`config.mk`:
```
export PLATFORM = sky130hd
export DESIGN_NAME = dmrc_controller_flat
export DESIGN_NICKNAME = d
export VERILOG_FILES = /design/src/verilog/dmrc_pkg.sv /design/src/verilog/dmrc_if.sv /design/src/verilog/dmrc_controller.sv /design/src/flat_wrapper.sv
export VERILOG_INCLUDE_DIRS = /design/src /design/src/verilog
export SDC_FILE = /design/constraint.sdc
export NUM_CORES = 1
export LEC_CHECK = 0
export ABC_AREA = 1
export BUFFER_PORTS_ARGS = -buffer_cell sky130_fd_sc_hd__clkbuf_2
export CORE_ASPECT_RATIO = 1.25
export CORE_UTILIZATION = 49
export DETAILED_ROUTE_END_ITERATION = 8
export GPL_ROUTABILITY_DRIVEN = 1
export HOLD_SLACK_MARGIN = 0.03
export PLACE_DENSITY = 0.77
export SLEW_MARGIN = 20
export SYNTH_ARGS = -nofsm -noshare
export SYNTH_HDL_FRONTEND = slang
export SYNTH_SLANG_ARGS = --single-unit
```
`constraint.sdc`:
```
create_clock -name CLOCK -period 2.4 [get_ports CLOCK]
set_clock_uncertainty 0.2 [all_clocks]
set_input_delay 0.12 -clock CLOCK [delete_from_list [all_inputs] [get_ports CLOCK]]
set_output_delay 0.12 -clock CLOCK [all_outputs]
set_load 0.02 [all_outputs]
```
`src/verilog/dmrc_params.svh`:
```
// Constants of the DRAM mode-word bank and its controller
`ifndef DMRC_PARAMS_SVH
`define DMRC_PARAMS_SVH
// ----------------------------------------
// Bus widths
// ----------------------------------------
`define DMRC_WORD_W 11
`define DMRC_ADDR_W 21
`define DMRC_SPLIT 6
`define DMRC_ADDR_IN_MUX 5'h0B
`define DMRC_ADDR_IN_FULL 5'h14
// ----------------------------------------
// Word zero fields
// ----------------------------------------
`define DMRC_RC_LSB 0
`define DMRC_LAT_LSB 4
`define DMRC_DLL_EN_BIT 8
`define DMRC_MUX_BIT 9
`define DMRC_RES0_MASK 11'h400
`define DMRC_WORD0_RST 11'h000
`define DMRC_LAT_BASE 5'h05
`define DMRC_RC_MIN 4'h3
`define DMRC_RC_MAX 4'h9
// ----------------------------------------
// Word one fields
// ----------------------------------------
`define DMRC_DRV_LSB 0
`define DMRC_DRV_60 2'h1
`define DMRC_ODT_LSB 2
`define DMRC_ODT_OFF 3'h0
`define DMRC_DLLRST_BIT 5
`define DMRC_CAL_SHORT_BIT 6
`define DMRC_CAL_GO_BIT 7
`define DMRC_REF_MULTI_BIT 8
`define DMRC_BL_LSB 9
`define DMRC_BL_2 2'h0
`define DMRC_BL_4 2'h1
`define DMRC_BL_8 2'h2
`define DMRC_WORD1_RST 11'h000
// ----------------------------------------
// Word select on the bank address
// ----------------------------------------
`define DMRC_SEL_WORD0 2'h0
`define DMRC_SEL_WORD1 2'h1
// ----------------------------------------
// Timing counts in clock cycles
// ----------------------------------------
`define DMRC_DLL_LOCK_CYC 512
`define DMRC_MRSC_CYC 12
`define DMRC_CAL_INIT_CYC 512
`define DMRC_CAL_OPER_CYC 256
`define DMRC_CAL_SHORT_CYC 64
// ----------------------------------------
// Controller register map
// ----------------------------------------
`define DMRC_OFF_CTRL 8'h00
`define DMRC_OFF_WORD0 8'h04
`define DMRC_OFF_WORD1 8'h08
`define DMRC_OFF_STATUS 8'h0C
`define DMRC_CTRL_SEND0 0
`define DMRC_CTRL_SEND1 1
`define DMRC_CTRL_MEMRST 2
`define DMRC_RESP_OKAY 2'h0
`define DMRC_RESP_SLVERR 2'h2
`endif

```
`src/verilog/dmrc_pkg.sv`:
```
// Types shared by the mode-word bank and its controller
package dmrc_pkg;
`include "dmrc_params.svh"
  typedef logic [`DMRC_WORD_W-1:0] dmrc_word_t;
  typedef logic [4:0] dmrc_lat_t;
  // Device address phase tracking
  typedef enum logic {DEV_READY, DEV_SECOND} dmrc_dev_ph_t;
  // Controller sequencing
  typedef enum logic [2:0] {C_IDLE, C_PHASE1, C_PHASE2, C_RECOV, C_WAIT} dmrc_ctl_st_t;
  // Device state
  typedef struct packed {
    dmrc_dev_ph_t ph;
    logic [1:0] sel;
    logic [`DMRC_SPLIT-1:0] low;
    dmrc_word_t word0;
    dmrc_word_t word1;
    logic dll_rst_p;
    logic bl_chg;
    logic cal_busy;
    logic cal_long;
    logic init_done;
    logic [15:0] cal_cnt;
  } dmrc_dev_state_t;
  // Controller state
  typedef struct packed {
    dmrc_ctl_st_t st;
    logic [15:0] cnt;
    dmrc_word_t w0;
    dmrc_word_t w1;
    dmrc_word_t cur;
    logic [1:0] cur_sel;
    logic pend0;
    logic pend1;
    logic auto_rst;
    logic mux_on;
    logic init_done;
    logic err;
    logic mem_rst;
    logic cs_n;
    logic we_n;
    logic ref_n;
    logic [3:0] ba;
    logic [`DMRC_ADDR_W-1:0] addr;
    logic bvalid;
    logic [1:0] bresp;
    logic rvalid;
    logic [1:0] rresp;
    logic [31:0] rdata;
  } dmrc_ctl_state_t;
endpackage

```
`src/verilog/dmrc_if.sv`:
```
// Command and address link between controller and DRAM mode-word bank
`timescale 1ns/1ps
interface dmrc_if;
  logic cs_n;
  logic we_n;
  logic ref_n;
  logic [3:0] ba;
  logic [20:0] addr;
  logic reset_n;
  // Controller drives the bus
  modport ctl (output cs_n, output we_n, output ref_n, output ba, output addr, output reset_n);
  // Device samples the bus
  modport dev (input cs_n, input we_n, input ref_n, input ba, input addr, input reset_n);
endinterface

```
`src/verilog/dmrc_controller.sv`:
```
// Controller end: AXI4-Lite registers that issue mode-set commands
`timescale 1ns/1ps
`include "dmrc_params.svh"
module dmrc_controller #(
  parameter int MRSC_CYC = `DMRC_MRSC_CYC,
  parameter int DLL_LOCK_CYC = `DMRC_DLL_LOCK_CYC,
  parameter int CAL_INIT_CYC = `DMRC_CAL_INIT_CYC,
  parameter int CAL_OPER_CYC = `DMRC_CAL_OPER_CYC,
  parameter int CAL_SHORT_CYC = `DMRC_CAL_SHORT_CYC
) (
  // Clock and reset
  input wire logic CLOCK,
  input wire logic SYS_RST,
  // AXI4-Lite write channels
  input wire logic [7:0] S_AXI_AWADDR,
  input wire logic S_AXI_AWVALID,
  output logic S_AXI_AWREADY,
  input wire logic [31:0] S_AXI_WDATA,
  input wire logic [3:0] S_AXI_WSTRB,
  input wire logic S_AXI_WVALID,
  output logic S_AXI_WREADY,
  output logic [1:0] S_AXI_BRESP,
  output logic S_AXI_BVALID,
  input wire logic S_AXI_BREADY,
  // AXI4-Lite read channels
  input wire logic [7:0] S_AXI_ARADDR,
  input wire logic S_AXI_ARVALID,
  output logic S_AXI_ARREADY,
  output logic [31:0] S_AXI_RDATA,
  output logic [1:0] S_AXI_RRESP,
  output logic S_AXI_RVALID,
  input wire logic S_AXI_RREADY,
  // Memory command bus
  dmrc_if.ctl BUS
);
  import dmrc_pkg::*;

  // ----------------------------------------
  // State
  // ----------------------------------------
  dmrc_ctl_state_t s_r; // All registered state
  dmrc_ctl_state_t s_nxt; // Next value
  logic wr_go; // Write address and data taken together
  logic rd_go; // Read address taken
  dmrc_word_t wv; // Written word, low bits
  dmrc_word_t pick; // Word about to be sent
  logic bad0; // Word zero breaks programming limits

  assign wr_go = S_AXI_AWVALID && S_AXI_WVALID && !s_r.bvalid;
  assign rd_go = S_AXI_ARVALID && !s_r.rvalid;
  assign S_AXI_AWREADY = wr_go;
  assign S_AXI_WREADY = wr_go;
  assign S_AXI_ARREADY = rd_go;

  // ----------------------------------------
  // Next-state logic
  // ----------------------------------------
  always_comb begin
    s_nxt = s_r;
    wv = S_AXI_WDATA[`DMRC_WORD_W-1:0];
    pick = '0;
    bad0 = 1'b0;
    // Idle bus is a NOP; bank bits 3:2 always low
    s_nxt.cs_n = 1'b1;
    s_nxt.we_n = 1'b1;
    s_nxt.ref_n = 1'b1;
    s_nxt.ba = 4'h0;
    if (s_r.bvalid && S_AXI_BREADY) begin
      s_nxt.bvalid = 1'b0;
    end
    if (s_r.rvalid && S_AXI_RREADY) begin
      s_nxt.rvalid = 1'b0;
    end
    // Sequencer
    case (s_r.st)
      C_IDLE: begin
        if (s_r.pend0 || s_r.pend1) begin
          s_nxt.cur_sel = s_r.pend0 ? `DMRC_SEL_WORD0 : `DMRC_SEL_WORD1;
          pick = s_r.pend0 ? (s_r.w0 & ~`DMRC_RES0_MASK) : s_r.w1;
          if (!s_r.pend0 && s_r.auto_rst) begin
            pick[`DMRC_DLLRST_BIT] = 1'b1;
          end
          // Row code range, and equal to latency code with DLL off
          bad0 = s_r.pend0 && (pick[3:0] < `DMRC_RC_MIN || pick[3:0] > `DMRC_RC_MAX
            || (!pick[`DMRC_DLL_EN_BIT] && pick[3:0] != pick[7:4]));
          if (s_r.pend0) begin
            s_nxt.pend0 = 1'b0;
          end else begin
            s_nxt.pend1 = 1'b0;
            s_nxt.auto_rst = 1'b0;
          end
          s_nxt.err = bad0;
          s_nxt.cur = pick;
          s_nxt.st = bad0 ? C_IDLE : C_PHASE1;
        end
      end
      C_PHASE1: begin
        // Mode-set with full word, or first part when multiplexed
        // Only mode-set ever goes out, so no bank command needs row spacing
        s_nxt.cs_n = 1'b0;
        s_nxt.we_n = 1'b0;
        s_nxt.ref_n = 1'b0;
        s_nxt.ba = {2'h0, s_r.cur_sel};
        s_nxt.addr = s_r.mux_on ? {15'h0, s_r.cur[`DMRC_SPLIT-1:0]} : {10'h000, s_r.cur};
        s_nxt.st = s_r.mux_on ? C_PHASE2 : C_RECOV;
        s_nxt.cnt = 16'(MRSC_CYC);
        if (s_r.cur_sel == `DMRC_SEL_WORD0) begin
          // The new addressing applies from the next command
          s_nxt.mux_on = s_r.cur[`DMRC_MUX_BIT];
        end
      end
      C_PHASE2: begin
        // Second part on the following edge
        s_nxt.addr = {16'h0000, s_r.cur[`DMRC_WORD_W-1:`DMRC_SPLIT]};
        s_nxt.st = C_RECOV;
      end
      C_RECOV: begin
        // Recovery before the next command
        s_nxt.addr = '0;
        s_nxt.cnt = s_r.cnt - 16'h0001;
        if (s_r.cnt <= 16'h0001) begin
          s_nxt.st = C_IDLE;
          if (s_r.cur_sel == `DMRC_SEL_WORD0 && s_r.cur[`DMRC_DLL_EN_BIT]) begin
            s_nxt.pend1 = 1'b1;
            s_nxt.auto_rst = 1'b1;
          end else if (s_r.cur_sel == `DMRC_SEL_WORD1) begin
            // Hold the channel quiet for lock or calibration
            if (s_r.cur[`DMRC_CAL_GO_BIT]) begin
              s_nxt.st = C_WAIT;
              if (s_r.cur[`DMRC_CAL_SHORT_BIT]) begin
                s_nxt.cnt = 16'(CAL_SHORT_CYC);
              end else if (s_r.init_done) begin
                s_nxt.cnt = 16'(CAL_OPER_CYC);
              end else begin
                s_nxt.cnt = 16'(CAL_INIT_CYC);
                s_nxt.init_done = 1'b1;
              end
            end
            if (s_r.cur[`DMRC_DLLRST_BIT]) begin
              s_nxt.st = C_WAIT;
              if (!s_r.cur[`DMRC_CAL_GO_BIT] || 16'(DLL_LOCK_CYC) > s_nxt.cnt) begin
                s_nxt.cnt = 16'(DLL_LOCK_CYC);
              end
            end
          end
        end
      end
      C_WAIT: begin
        s_nxt.cnt = s_r.cnt - 16'h0001;
        if (s_r.cnt <= 16'h0001) begin
          s_nxt.st = C_IDLE;
        end
      end
      default: begin
        s_nxt.st = C_IDLE;
      end
    endcase
    // Register writes; a send request wins over the sequencer's clear
    if (wr_go) begin
      s_nxt.bvalid = 1'b1;
      s_nxt.bresp = `DMRC_RESP_OKAY;
      case (S_AXI_AWADDR)
        `DMRC_OFF_CTRL: begin
          if (S_AXI_WSTRB[0]) begin
            s_nxt.pend0 = s_nxt.pend0 | S_AXI_WDATA[`DMRC_CTRL_SEND0];
            s_nxt.pend1 = s_nxt.pend1 | S_AXI_WDATA[`DMRC_CTRL_SEND1];
            s_nxt.mem_rst = S_AXI_WDATA[`DMRC_CTRL_MEMRST];
          end
        end
        `DMRC_OFF_WORD0: begin
          if (S_AXI_WSTRB[0]) s_nxt.w0[7:0] = wv[7:0];
          if (S_AXI_WSTRB[1]) s_nxt.w0[10:8] = wv[10:8];
        end
        `DMRC_OFF_WORD1: begin
          if (S_AXI_WSTRB[0]) s_nxt.w1[7:0] = wv[7:0];
          if (S_AXI_WSTRB[1]) s_nxt.w1[10:8] = wv[10:8];
        end
        `DMRC_OFF_STATUS: begin
          s_nxt.bresp = `DMRC_RESP_OKAY;
        end
        default: begin
          s_nxt.bresp = `DMRC_RESP_SLVERR;
        end
      endcase
    end
    // A memory reset returns the link to broadside addressing
    if (s_nxt.mem_rst) begin
      s_nxt.mux_on = 1'b0;
      s_nxt.init_done = 1'b0;
    end
    // Register reads
    if (rd_go) begin
      s_nxt.rvalid = 1'b1;
      s_nxt.rresp = `DMRC_RESP_OKAY;
      case (S_AXI_ARADDR)
        `DMRC_OFF_CTRL: s_nxt.rdata = {29'h0, s_r.mem_rst, s_r.pend1, s_r.pend0};
        `DMRC_OFF_WORD0: s_nxt.rdata = {21'h0, s_r.w0};
        `DMRC_OFF_WORD1: s_nxt.rdata = {21'h0, s_r.w1};
        // Busy covers queued words, so a poll never slips into the idle gap
        `DMRC_OFF_STATUS: s_nxt.rdata = {27'h0, s_r.mux_on, s_r.init_done,
          s_r.st == C_WAIT, s_r.err, s_r.st != C_IDLE || s_r.pend0 || s_r.pend1};
        default: begin
          s_nxt.rdata = 32'h0000_0000;
          s_nxt.rresp = `DMRC_RESP_SLVERR;
        end
      endcase
    end
  end

  // ----------------------------------------
  // Registers
  // ----------------------------------------
  always_ff @(posedge CLOCK) begin
    if (SYS_RST) begin
      s_r <= '0;
      s_r.st <= C_IDLE;
      s_r.cs_n <= 1'b1;
      s_r.we_n <= 1'b1;
      s_r.ref_n <= 1'b1;
      s_r.w0 <= `DMRC_WORD0_RST;
      s_r.w1 <= `DMRC_WORD1_RST;
    end else begin
      s_r <= s_nxt;
    end
  end

  // ----------------------------------------
  // Outputs
  // ----------------------------------------
  assign BUS.cs_n = s_r.cs_n;
  assign BUS.we_n = s_r.we_n;
  assign BUS.ref_n = s_r.ref_n;
  assign BUS.ba = s_r.ba;
  assign BUS.addr = s_r.addr;
  assign BUS.reset_n = !s_r.mem_rst;
  assign S_AXI_BVALID = s_r.bvalid;
  assign S_AXI_BRESP = s_r.bresp;
  assign S_AXI_RVALID = s_r.rvalid;
  assign S_AXI_RRESP = s_r.rresp;
  assign S_AXI_RDATA = s_r.rdata;
endmodule

```
`src/flat_wrapper.sv`:
```
// flat-port wrapper written by rule: the top's interface ports become plain ports
module dmrc_controller_flat import dmrc_pkg::*;
#(
  parameter int MRSC_CYC = `DMRC_MRSC_CYC,
  parameter int DLL_LOCK_CYC = `DMRC_DLL_LOCK_CYC,
  parameter int CAL_INIT_CYC = `DMRC_CAL_INIT_CYC,
  parameter int CAL_OPER_CYC = `DMRC_CAL_OPER_CYC,
  parameter int CAL_SHORT_CYC = `DMRC_CAL_SHORT_CYC
)
  (CLOCK, SYS_RST, S_AXI_AWADDR, S_AXI_AWVALID, S_AXI_AWREADY, S_AXI_WDATA, S_AXI_WSTRB, S_AXI_WVALID, S_AXI_WREADY, S_AXI_BRESP, S_AXI_BVALID, S_AXI_BREADY, S_AXI_ARADDR, S_AXI_ARVALID, S_AXI_ARREADY, S_AXI_RDATA, S_AXI_RRESP, S_AXI_RVALID, S_AXI_RREADY, BUS_cs_n, BUS_we_n, BUS_ref_n, BUS_ba, BUS_addr, BUS_reset_n);
  dmrc_if BUS_i ();
  input wire logic CLOCK;
  input wire logic SYS_RST;
  input wire logic [7:0] S_AXI_AWADDR;
  input wire logic S_AXI_AWVALID;
  output logic S_AXI_AWREADY;
  input wire logic [31:0] S_AXI_WDATA;
  input wire logic [3:0] S_AXI_WSTRB;
  input wire logic S_AXI_WVALID;
  output logic S_AXI_WREADY;
  output logic [1:0] S_AXI_BRESP;
  output logic S_AXI_BVALID;
  input wire logic S_AXI_BREADY;
  input wire logic [7:0] S_AXI_ARADDR;
  input wire logic S_AXI_ARVALID;
  output logic S_AXI_ARREADY;
  output logic [31:0] S_AXI_RDATA;
  output logic [1:0] S_AXI_RRESP;
  output logic S_AXI_RVALID;
  input wire logic S_AXI_RREADY;
  output wire logic [$bits(BUS_i.cs_n)-1:0] BUS_cs_n;
  output wire logic [$bits(BUS_i.we_n)-1:0] BUS_we_n;
  output wire logic [$bits(BUS_i.ref_n)-1:0] BUS_ref_n;
  output wire logic [$bits(BUS_i.ba)-1:0] BUS_ba;
  output wire logic [$bits(BUS_i.addr)-1:0] BUS_addr;
  output wire logic [$bits(BUS_i.reset_n)-1:0] BUS_reset_n;
  assign BUS_cs_n = BUS_i.cs_n;
  assign BUS_we_n = BUS_i.we_n;
  assign BUS_ref_n = BUS_i.ref_n;
  assign BUS_ba = BUS_i.ba;
  assign BUS_addr = BUS_i.addr;
  assign BUS_reset_n = BUS_i.reset_n;
  dmrc_controller #(.MRSC_CYC(MRSC_CYC), .DLL_LOCK_CYC(DLL_LOCK_CYC), .CAL_INIT_CYC(CAL_INIT_CYC), .CAL_OPER_CYC(CAL_OPER_CYC), .CAL_SHORT_CYC(CAL_SHORT_CYC)) u_core (.CLOCK(CLOCK), .SYS_RST(SYS_RST), .S_AXI_AWADDR(S_AXI_AWADDR), .S_AXI_AWVALID(S_AXI_AWVALID), .S_AXI_AWREADY(S_AXI_AWREADY), .S_AXI_WDATA(S_AXI_WDATA), .S_AXI_WSTRB(S_AXI_WSTRB), .S_AXI_WVALID(S_AXI_WVALID), .S_AXI_WREADY(S_AXI_WREADY), .S_AXI_BRESP(S_AXI_BRESP), .S_AXI_BVALID(S_AXI_BVALID), .S_AXI_BREADY(S_AXI_BREADY), .S_AXI_ARADDR(S_AXI_ARADDR), .S_AXI_ARVALID(S_AXI_ARVALID), .S_AXI_ARREADY(S_AXI_ARREADY), .S_AXI_RDATA(S_AXI_RDATA), .S_AXI_RRESP(S_AXI_RRESP), .S_AXI_RVALID(S_AXI_RVALID), .S_AXI_RREADY(S_AXI_RREADY), .BUS(BUS_i));
endmodule
```
==> summary.md, run 1 <==
| Metric | Value |
|---|---|
| Leading register cell type out of synthesis | dfxtp_1 |
| Int Power | approximately 3500 µW |
| Worst setup EP type | register |
| Yosys cell types | 36 |
| Core area | 9220 µm² |
| Antenna viol nets, final | 0 |
| Final Core Density | 0.598 |
| Commonest cells post-synth | nand2_1 (134), dfxtp_1 (88), inv_1 (79), nor2_1 (71), buf_4 (68) |
| Synthesized area | roughly 4700 µm² |
| Antenna violations before repair | 0 |
| Status | finished clean |
| Final Cycle Share | 0.976 |
| Biggest fanout along the worst timing path | 3 |
| Sequential element share of the synthesized area | 0.374 |
| Hold WC Path Type | primary input to register |
| Fmax | 0.427 GHz |
| CP startpoint kind | primary input |
| Clk pin slew, worst setup/hold paths | 0.06 ns |
| # rows | 39 |
| Nets | 804 |
| Input/output buffers | 69 |
| WP data required | 2.42 ns |
| Yosys top cell area share | 0.374 |
| Slowest cell on crit path | dlygate4sd3_1 |
| Via count of the first global-routing pass | between 4k and 5k |
| Pwr dens | approximately 1000 nW/µm² |
| TritonCTS Buffers | 9 |
| Synthesized netlist cell count | 676 |
| Dominant cell type by area after synthesis | dfxtp_1 |
| Clk pwr share | 0.305 |
| Clock Tree Root | clkbuf_16 |
| Power Total | 5560 µW |
| Final Setup Violations | 0 |
| Largest net degree at the start of global routing | 64 |
| Fraction of registers with async set or reset after synthesis | 0 |
| DRC | 0 |
| Worst-Skew Late Latency | between 0.3 and 0.4 ns |
| Net switching power figure | 2090 µW |
| Slew @ Worst Pin | between 0.7 and 0.8 ns |
| CTS max path bufs | 2 |
| First-pass GRT wire length | 18800 µm |
| Worst relative slew slack | 0.517 |
| TritonRoute pass-1 iters | 5 |
| Post-synth EDFFs | 0 |
| WL/cell | 13.5 µm |
| Synth-to-layout area growth | 16.9% |
| Setup Crit Path Kind | primary input to register |
| Yosys Warn Count | 0 |
| CP peak stage delay | around 0.57 ns |
| N_diodes | 0 |
| # IOs | 129 |
| Total length of routed wires | 11700 µm |
| R2R setup slack | 0.23 ns |
| Max_cap viols | 0 |
| Fraction of layout cells with a size suffix above 1 | 0.165 |
| Die height | 112 µm |
| GPL Wtd Cong | roughly 0.95 |
| Most used cell, CP | dlygate4sd3_1 |
| CTS tree | yes |
| Clk sinks | 88 |
| Gr usage total | 0.233 |
| Most frequent cell after synthesis | nand2_1 |
| Full die area | 10000 µm² |
| Sw frac | 0.375 |
| H-tree depth | 3 |
| Max Transition Viols Final | 0 |
| Top post-synthesis cells by area | dfxtp_1 (37%), buf_4 (11%), nand2_1 (11%), inv_1 (6.3%), a21oi_1 (5.8%) |
| Yosys reg bits | 88 |
| Worst-path cell chain | dlygate4sd3_1 > clkbuf_2 > or2_2 > inv_2 > dlygate4sd3_1 > a31oi_1 > dlygate4sd3_1 |
| Syn_area_per_cell | 6.97 µm² |
| Grt total ovfl | 0 |
| Final setup TNS | 0 ns |
| Logic pwr share | 0.366 |
| Routed vias/inst | between 5 and 6 |
| Die W | about 90 µm |
| Worst Path Arrival | 2.36 ns |
| 1st-iter DRT viols | 227 |
| Placed wire-length estimate | 8330 µm |
| Final hold slack | approximately 0.025 ns |
| Initial Utilization | 0.511 |
| Sequential power share | 0.330 |
| Maximum VDD drop | between 0.5 and 0.6 mV |
| Routed via count | 4427 |
| RSZ-0062 raised after global routing | no |
| Final hold vios | 0 |
| Leak | 0.00237 µW |
| Final worst path period need | roughly 2.3 ns |
-- state kept, by name, summed over array words and instances, names as in the netlist --
register and cells:
u_core.BUS.ba 1, u_core.s_r 60, u_core.S_AXI_BVALID 1, u_core.BUS.cs_n 1, u_core.BUS.addr 11, u_core.S_AXI_RDATA 11, u_core.S_AXI_RVALID 1, u_core.S_AXI_BRESP 1
u_core.S_AXI_RRESP 1
-- per-layer routing --
layer,share of wire,GRT usage
met5,0,0
met4,0.029,0.110
met3,0.034,0.0383
met2,0.55,0.442
met1,0.39,0.248
-- critical path: cells and delay by family --
| family | cells | cell delay (ns) |
|---|---|---|
| and+or+nand+nor | 1 | 0.31 |
| buffers and inverters | 5 | 1.85 |
| AOI/OAI and AO/OA | 1 | 0.08 |
-- placed cells by master, fill, tap and decap left out, types with 20 or more instances in the layout --
master,Yosys,final
a211oi_1,23,20
a21oi_1,55,55
clkbuf_2,0,69
conb_1,1,36
dfxtp_1,88,88
dlygate4sd3_1,0,24
inv_1,79,77
nand2_1,134,134
nand3_1,25,25
nor2_1,71,67
o21ai_0,45,45
-- worst paths after layout --
check                                from  cells after the start                            endpoint
max                       S_AXI_ARADDR[0]                      7  u_core.S_AXI_RRESP[1]$_SDFFE_PP0P_
min                       S_AXI_AWADDR[0]                      5  u_core.S_AXI_BRESP[1]$_SDFFE_PP0P_
max reg2reg  u_core.s_r[108]$_SDFFE_PP0P_                      9        u_core.s_r[113]$_SDFFE_PP0P_
min reg2reg   u_core.s_r[76]$_SDFFE_PP0P_                      2         u_core.s_r[76]$_SDFFE_PP0P_
-- metrics by stage --
stage,cell area [µm²],worst slack (ns),cells
after global placement,4820,0.251,825
final,5510,0.0580,870
after global routing,5510,0.0162,870
after floorplan,4850,0.461,711
after detailed placement,4820,0.157,825
after CTS,5430,0.0234,865
-- power groups by stage --
stage	combinational, µW	clock (µW)	sequential (µW)
floorplan	1640	0	1820
global placement	1870	0	1850
detailed placement	1910	0	1860
CTS	1960	1710	1830
global route	2280	1770	1860
finish	2030	1690	1830
-- final cells by class --
cell class / instances / area [µm²]
inverter: 81 / 304
timing repair buffer: 105 / 679
sequential: 88 / 1760
multi-input combinational: 458 / 2250
clock buffer: 10 / 229
fill: 863 / 3710
clock inverter: 5 / 129
tap: 123 / 154
-- timing repair --
item,4_1_cts,5_1_grt
setup buffers,0,4
resized for setup,0,14
hold buffers,25,0
endpoints found under the hold margin,29,0
setup endpoints to repair,0,32
-- logic make-up after synthesis --
| group | share of synthesized area |
|---|---|
| fa+ha+maj | 0.00531 |
| simple gates | 0.246 |
| buf+inv | 0.187 |
| flops | 0.374 |
| compound gates | 0.169 |
| xor+xnor | 0.0186 |
| other cells | 0.000795 |
Power figures use the tool's default switching activity.
==> run 2, diff against run 1 <==
--- a/constraint.sdc
+++ b/constraint.sdc
@@ -3,3 +3,3 @@
 set_input_delay 0.12 -clock CLOCK [delete_from_list [all_inputs] [get_ports CLOCK]]
 set_output_delay 0.12 -clock CLOCK [all_outputs]
-set_load 0.02 [all_outputs]
+set_load 0.1 [all_outputs]
==> run 2 against run 1 <==
Net effect:
- sequential share of layout area is 0.65 points higher
- count of clock-buffer cells in the layout did not move
- critical endpoint is now u_core.s_r[122]$_SDFFE_PP0P_
- first-iteration DRC count down 6.6%
- clock power is 9% lower
- sequential cell count did not move
- wire length is 0.55% lower
- register-to-register slack got worse by 0.02 ns
- die area did not move
- core utilization fell by 1.2 points
- critical path depth rose by 2
==> summary.md, run 2 (synthesized netlist as in run 1, its figures left out) <==
| Metric | Value |
|---|---|
| RSZ-0062 raised after global routing | no |
| WL/cell | between 10 and 15 µm |
| Worst Path Arrival | around 2.2 ns |
| N_diodes | 0 |
| Status | finished clean |
| DRC | 0 |
| Final hold slack | 0.0138 ns |
| Hold WC Path Type | primary input to register |
| Max Transition Viols Final | 0 |
| CTS tree | yes |
| Worst-Skew Late Latency | 0.35 ns |
| Final setup TNS | 0 ns |
| Commonest cells after routing, fill and taps aside | nand2_1 (134), dfxtp_1 (87), inv_1 (79), clkbuf_2 (69), nor2_1 (68) |
| Worst setup EP type | register |
| Die height | 112 µm |
| # rows | 39 |
| Clk sinks | 88 |
| First-pass GRT wire length | 19100 µm |
| Largest net degree at the start of global routing | 64 |
| CP startpoint kind | register |
| Antenna violations before repair | 0 |
| DRT met1 WL | between 4000 and 5000 µm |
| TritonCTS Buffers | 9 |
| Final worst path period need | approximately 2.2 ns |
| Largest register FFs | 60 |
| Placed wire-length estimate | 8480 µm |
| CTS max path bufs | 2 |
| FF/Latch Area | around 1800 µm² |
| Initial Utilization | 0.511 |
| 1st-iter DRT viols | 212 |
| Synth-to-layout area growth | 14.6% |
| Maximum VDD drop | 0.549 mV |
| Fmax | around 0.46 GHz |
| Met3 WL post-DR | 413 µm |
| Footprint of the multi-input gates | 2230 µm² |
| Reg with most FFs | u_core.s_r |
| Max_cap viols | 0 |
| FILL cells | roughly 860 |
| Worst relative slew slack | 0.535 |
| Routed via count | 4411 |
| Antenna viol nets, final | 0 |
| # IOs | 129 |
| GPL Wtd Cong | 0.906 |
| Most common cell after layout, fill and taps aside | nand2_1 |
| Leak | 0.00233 µW |
| Uppermost layer routed | met4 |
| Nets | 797 |
| Gr usage total | 0.237 |
| Setup Crit Path Kind | register to register |
| Full die area | 10000 µm² |
| Total length of routed wires | ~12000 µm |
| WP data required | 2.40 ns |
| Routed vias/inst | 5.11 |
| Slew @ Worst Pin | between 0.6 and 0.7 ns |
| TritonRoute pass-1 iters | 5 |
| Fraction of layout cells with a size suffix above 1 | 0.158 |
| WL met2 | 6310 µm |
| Final hold vios | 0 |
| Via count of the first global-routing pass | 4175 |
| Grt total ovfl | 0 |
| Final Setup Violations | 0 |
| Clock Tree Root | clkbuf_16 |
| Biggest fanout along the worst timing path | 6 |
| Die W | 89.7 µm |
| Clk pin slew, worst setup/hold paths | 0.07 ns |
| Input/output buffers | 69 |
| H-tree depth | 3 |
| Final Cycle Share | 0.914 |
| Core area | 9220 µm² |
| Pwr dens | between 1000 and 1500 nW/µm² |
-- run 2: cell type report --
type | count | share of cell area
clock inverter | 6 | 0.0169
tap | 123 | 0.0285
timing repair buffer | 98 | 0.115
clock buffer | 10 | 0.0442
sequential | 88 | 0.326
multi-input combinational | 458 | 0.413
inverter | 81 | 0.0563
-- run 2: per-layer routing --
layer	GRT usage	vias to the layer above
met4	0.128	0
met2	0.463	121
met3	0.0307	22
met1	0.242	2053
li1	-	2215
met5	0	-
-- run 2: path summary, 6_finish.rpt --
check                                     from                            endpoint  slack [ns]  depth (start not counted)
setup / recovery  u_core.s_r[108]$_SDFFE_PP0P_        u_core.s_r[122]$_SDFFE_PP0P_        0.21                          9
hold / removal                 S_AXI_AWADDR[0]  u_core.S_AXI_BRESP[1]$_SDFFE_PP0P_        0.01                          5
setup reg to reg  u_core.s_r[108]$_SDFFE_PP0P_        u_core.s_r[122]$_SDFFE_PP0P_        0.21                          9
hold reg to reg    u_core.s_r[76]$_SDFFE_PP0P_         u_core.s_r[76]$_SDFFE_PP0P_        0.26                          2
-- run 2: what timing repair did --
item / in CTS / in global routing
buffers inserted: 0 / 1
setup endpoints to repair: 0 / 19
resized for setup: 0 / 7
hold endpoints to repair: 28 / 0
hold buffers: 22 / 0
-- run 2: worst max-delay path, stage by stage (launching register included) --
cell      delay, ns
dfxtp_1        0.33
inv_1          0.11
ha_1           0.21
inv_1          0.10
a211oi_1       0.28
nand3_2        0.17
nor2_4         0.19
nand3_4        0.14
a21oi_4        0.25
nor3_1         0.08
-- run 2: stage by stage --
step	area [µm²]	utilization	cells	power [µW]	worst slack, ns
floorplan	4850	-	711	3990	0.161
global placement	4820	0.522	824	4250	0.248
detailed placement	4820	0.522	824	4310	0.185
CTS	5370	0.582	862	5870	0.0786
global route	5410	0.586	864	6240	0.0423
finish	5410	0.586	864	5890	0.208
-- run 2: power by group --
group	internal [µW]	switching [µW]
logic	687	1840
registers	1650	178
clock network	945	590
==> run 3, diff against run 2 <==
CORE_UTILIZATION = 30   (was 49)
PLACE_DENSITY = 0.53   (was 0.77)
==> run 3 against run 2 <==
Net effect:
- non-clock buffer count grew 12
- core utilization decreased by 21 points
- wire length rose by 5.1%
- first-iteration DRC count is 26% lower
- critical endpoint is now u_core.s_r[100]$_SDFFE_PP0P_
- count of clock-buffer cells in the layout fell by 1
- sequential cell count did not move
- largest power group unchanged
==> summary.md, run 3 (synthesized netlist as in run 1, its figures left out) <==
| Metric | Value |
|---|---|
| Sequential power share | 0.298 |
| Commonest cells after routing, fill and taps aside | nand2_1 (134), dfxtp_1 (87), inv_1 (78), clkbuf_2 (69), nor2_1 (68) |
| Layout Cells excl Fill | 960 |
| Final hold vios | 0 |
| Largest net degree at the start of global routing | 64 |
| Clock Tree Root | clkbuf_16 |
| Net switching power figure | 2670 µW |
| Final Cycle Share | 0.952 |
| Routed via count | ~4.2k |
| Fraction of layout cells with a size suffix above 1 | 0.169 |
| Antenna viol nets, final | 0 |
| Slew @ Worst Pin | around 0.78 ns |
| Max Transition Viols Final | 0 |
| CTS max path bufs | 2 |
| DP Area | 4950 µm² |
| Gr usage total | 0.153 |
| TritonRoute pass-1 iters | 4 |
| Placed wire-length estimate | 9090 µm |
| Input/output buffers | 69 |
| H-tree depth | 3 |
| Core area | 15100 µm² |
| Die W | 114 µm |
| Leak | 0.00239 µW |
| # IOs | roughly 130 |
| Initial Utilization | 0.311 |
| Via count of the first global-routing pass | 3964 |
| Beginning of the worst hold path | S_AXI_WSTRB[1] |
| GPL Wtd Cong | 0.871 |
| First-pass GRT wire length | 19300 µm |
| Largest register FFs | 60 |
| Int Power | 3470 µW |
| Routed vias/inst | 4.41 |
| FF-to-FF End | u_core.s_r[113]$_SDFFE_PP0P_ |
| Final instance area | around 5600 µm² |
| Worst Setup SP | S_AXI_AWADDR[5] |
| Grt total ovfl | 0 |
| Worst Path Arrival | around 2.3 ns |
| Hold WC Path Type | primary input to register |
| Die height | 142 µm |
| Dpl cells | 913 |
| CTS tree | yes |
| Worst setup EP type | register |
| Hold endpoint | u_core.s_r[95]$_SDFFE_PP0P_ |
| Worst-Skew Late Latency | 0.35 ns |
| Maximum VDD drop | approximately 0.35 mV |
| DRC | 0 |
| Worst relative slew slack | 0.478 |
| N_diodes | 0 |
| # rows | 50 |
| Nets | 809 |
| FILL cells | 1705 |
| Clk sinks | a little under 90 |
| Clk pin slew, worst setup/hold paths | 0.07 ns |
| Fmax | 0.437 GHz |
| Full die area | around 16000 µm² |
| Reg2Reg Depth | 9 |
| Antenna violations before repair | 0 |
| TritonCTS Buffers | 9 |
| Pwr dens | 1090 nW/µm² |
| Total length of routed wires | 12300 µm |
| Most common cell after layout, fill and taps aside | nand2_1 |
| Final Setup Violations | 0 |
| Max_cap viols | 0 |
| WP data required | 2.40 ns |
| WL/cell | 12.8 µm |
| Crit Reg-Reg Startpoint | u_core.s_r[108]$_SDFFE_PP0P_ |
| Status | finished clean |
| Synth-to-layout area growth | 19.5% |
| Final worst path period need | 2.29 ns |
| Reg with most FFs | u_core.s_r |
| WHS Path Cells | 5 |
| Power Total | 6140 µW |
| 1st-iter DRT viols | 157 |
| Setup Crit Path Kind | primary input to register |
| CP startpoint kind | primary input |
| Sw frac | 0.435 |
| Biggest fanout along the worst timing path | 8 |
| R2R setup slack | about 0.18 ns |
| Logic pwr share | 0.436 |
| Clk pwr share | 0.267 |
[run 3: stage by stage]
step / setup TNS, ns / hold WS, ns / setup slack (ns) / util
finish: 0 / 0.0306 / 0.114 / 0.372
global route: -0.0714 / 0.0651 / -0.0196 / 0.372
CTS: 0 / 0.0636 / 0.0287 / 0.366
detailed placement: 0 / 0.174 / 0.165 / 0.327
global placement: 0 / 0.175 / 0.200 / 0.327
floorplan: 0 / 0.0786 / 0.161 / -
[run 3: metal layers]
layer,vias to the layer above,track usage,part of all wire
met5,-,0,0
met4,0,0.0615,0.019
met3,17,0.0234,0.022
met2,64,0.291,0.54
met1,1907,0.167,0.41
li1,2244,-,-
[run 3: worst max-delay path by stage]
stage	endpoint	cells past startpoint	slack, ns
finish	u_core.s_r[100]$_SDFFE_PP0P_	11	0.11
global placement	u_core.s_r[122]$_SDFFE_PP0P_	9	0.20
detailed placement	u_core.s_r[122]$_SDFFE_PP0P_	9	0.17
CTS	u_core.s_r[94]$_SDFFE_PP0P_	10	0.03
floorplan	u_core.s_r[91]$_SDFFE_PP0P_	6	0.16
global route	u_core.s_r[103]$_SDFFE_PP0P_	11	-0.02
[run 3: cell type report]
type	instances	area, µm²	area share
sequential	88	1760	0.313
inverter	81	304	0.0540
clock inverter	6	116	0.0207
tap	208	260	0.0462
multi-input combinational	458	2240	0.397
timing repair buffer	110	727	0.129
clock buffer	9	225	0.0400
[run 3: timing repair]
action,CTS,global route
hold endpoints to repair,29,0
endpoints found under the setup margin,0,22
buffers inserted,0,5
hold buffers,25,0
gates resized for setup,0,12
[run 3: worst max-delay path, cell delays in order]
cell and delay, ns:
dlygate4sd3_1 0.54, clkbuf_2 0.11, nor2_1 0.10, nand3_1 0.10, dlygate4sd3_1 0.58, inv_2 0.07
nand3b_1 0.12, nor2_2 0.20, buf_6 0.16, buf_4 0.12, a211oi_1 0.05
[run 3: power by group through the flow]
| stage | clock network (µW) | logic [µW] | registers [µW] |
|---|---|---|---|
| 2_1_floorplan | 0 | 2140 | 1850 |
| 6_report | 1640 | 2670 | 1830 |
| 3_5_place_dp | 0 | 2510 | 1860 |
| 4_1_cts | 1650 | 2550 | 1820 |
| 5_1_grt | 1720 | 2960 | 1860 |
| 3_3_place_gp | 0 | 2510 | 1860 |
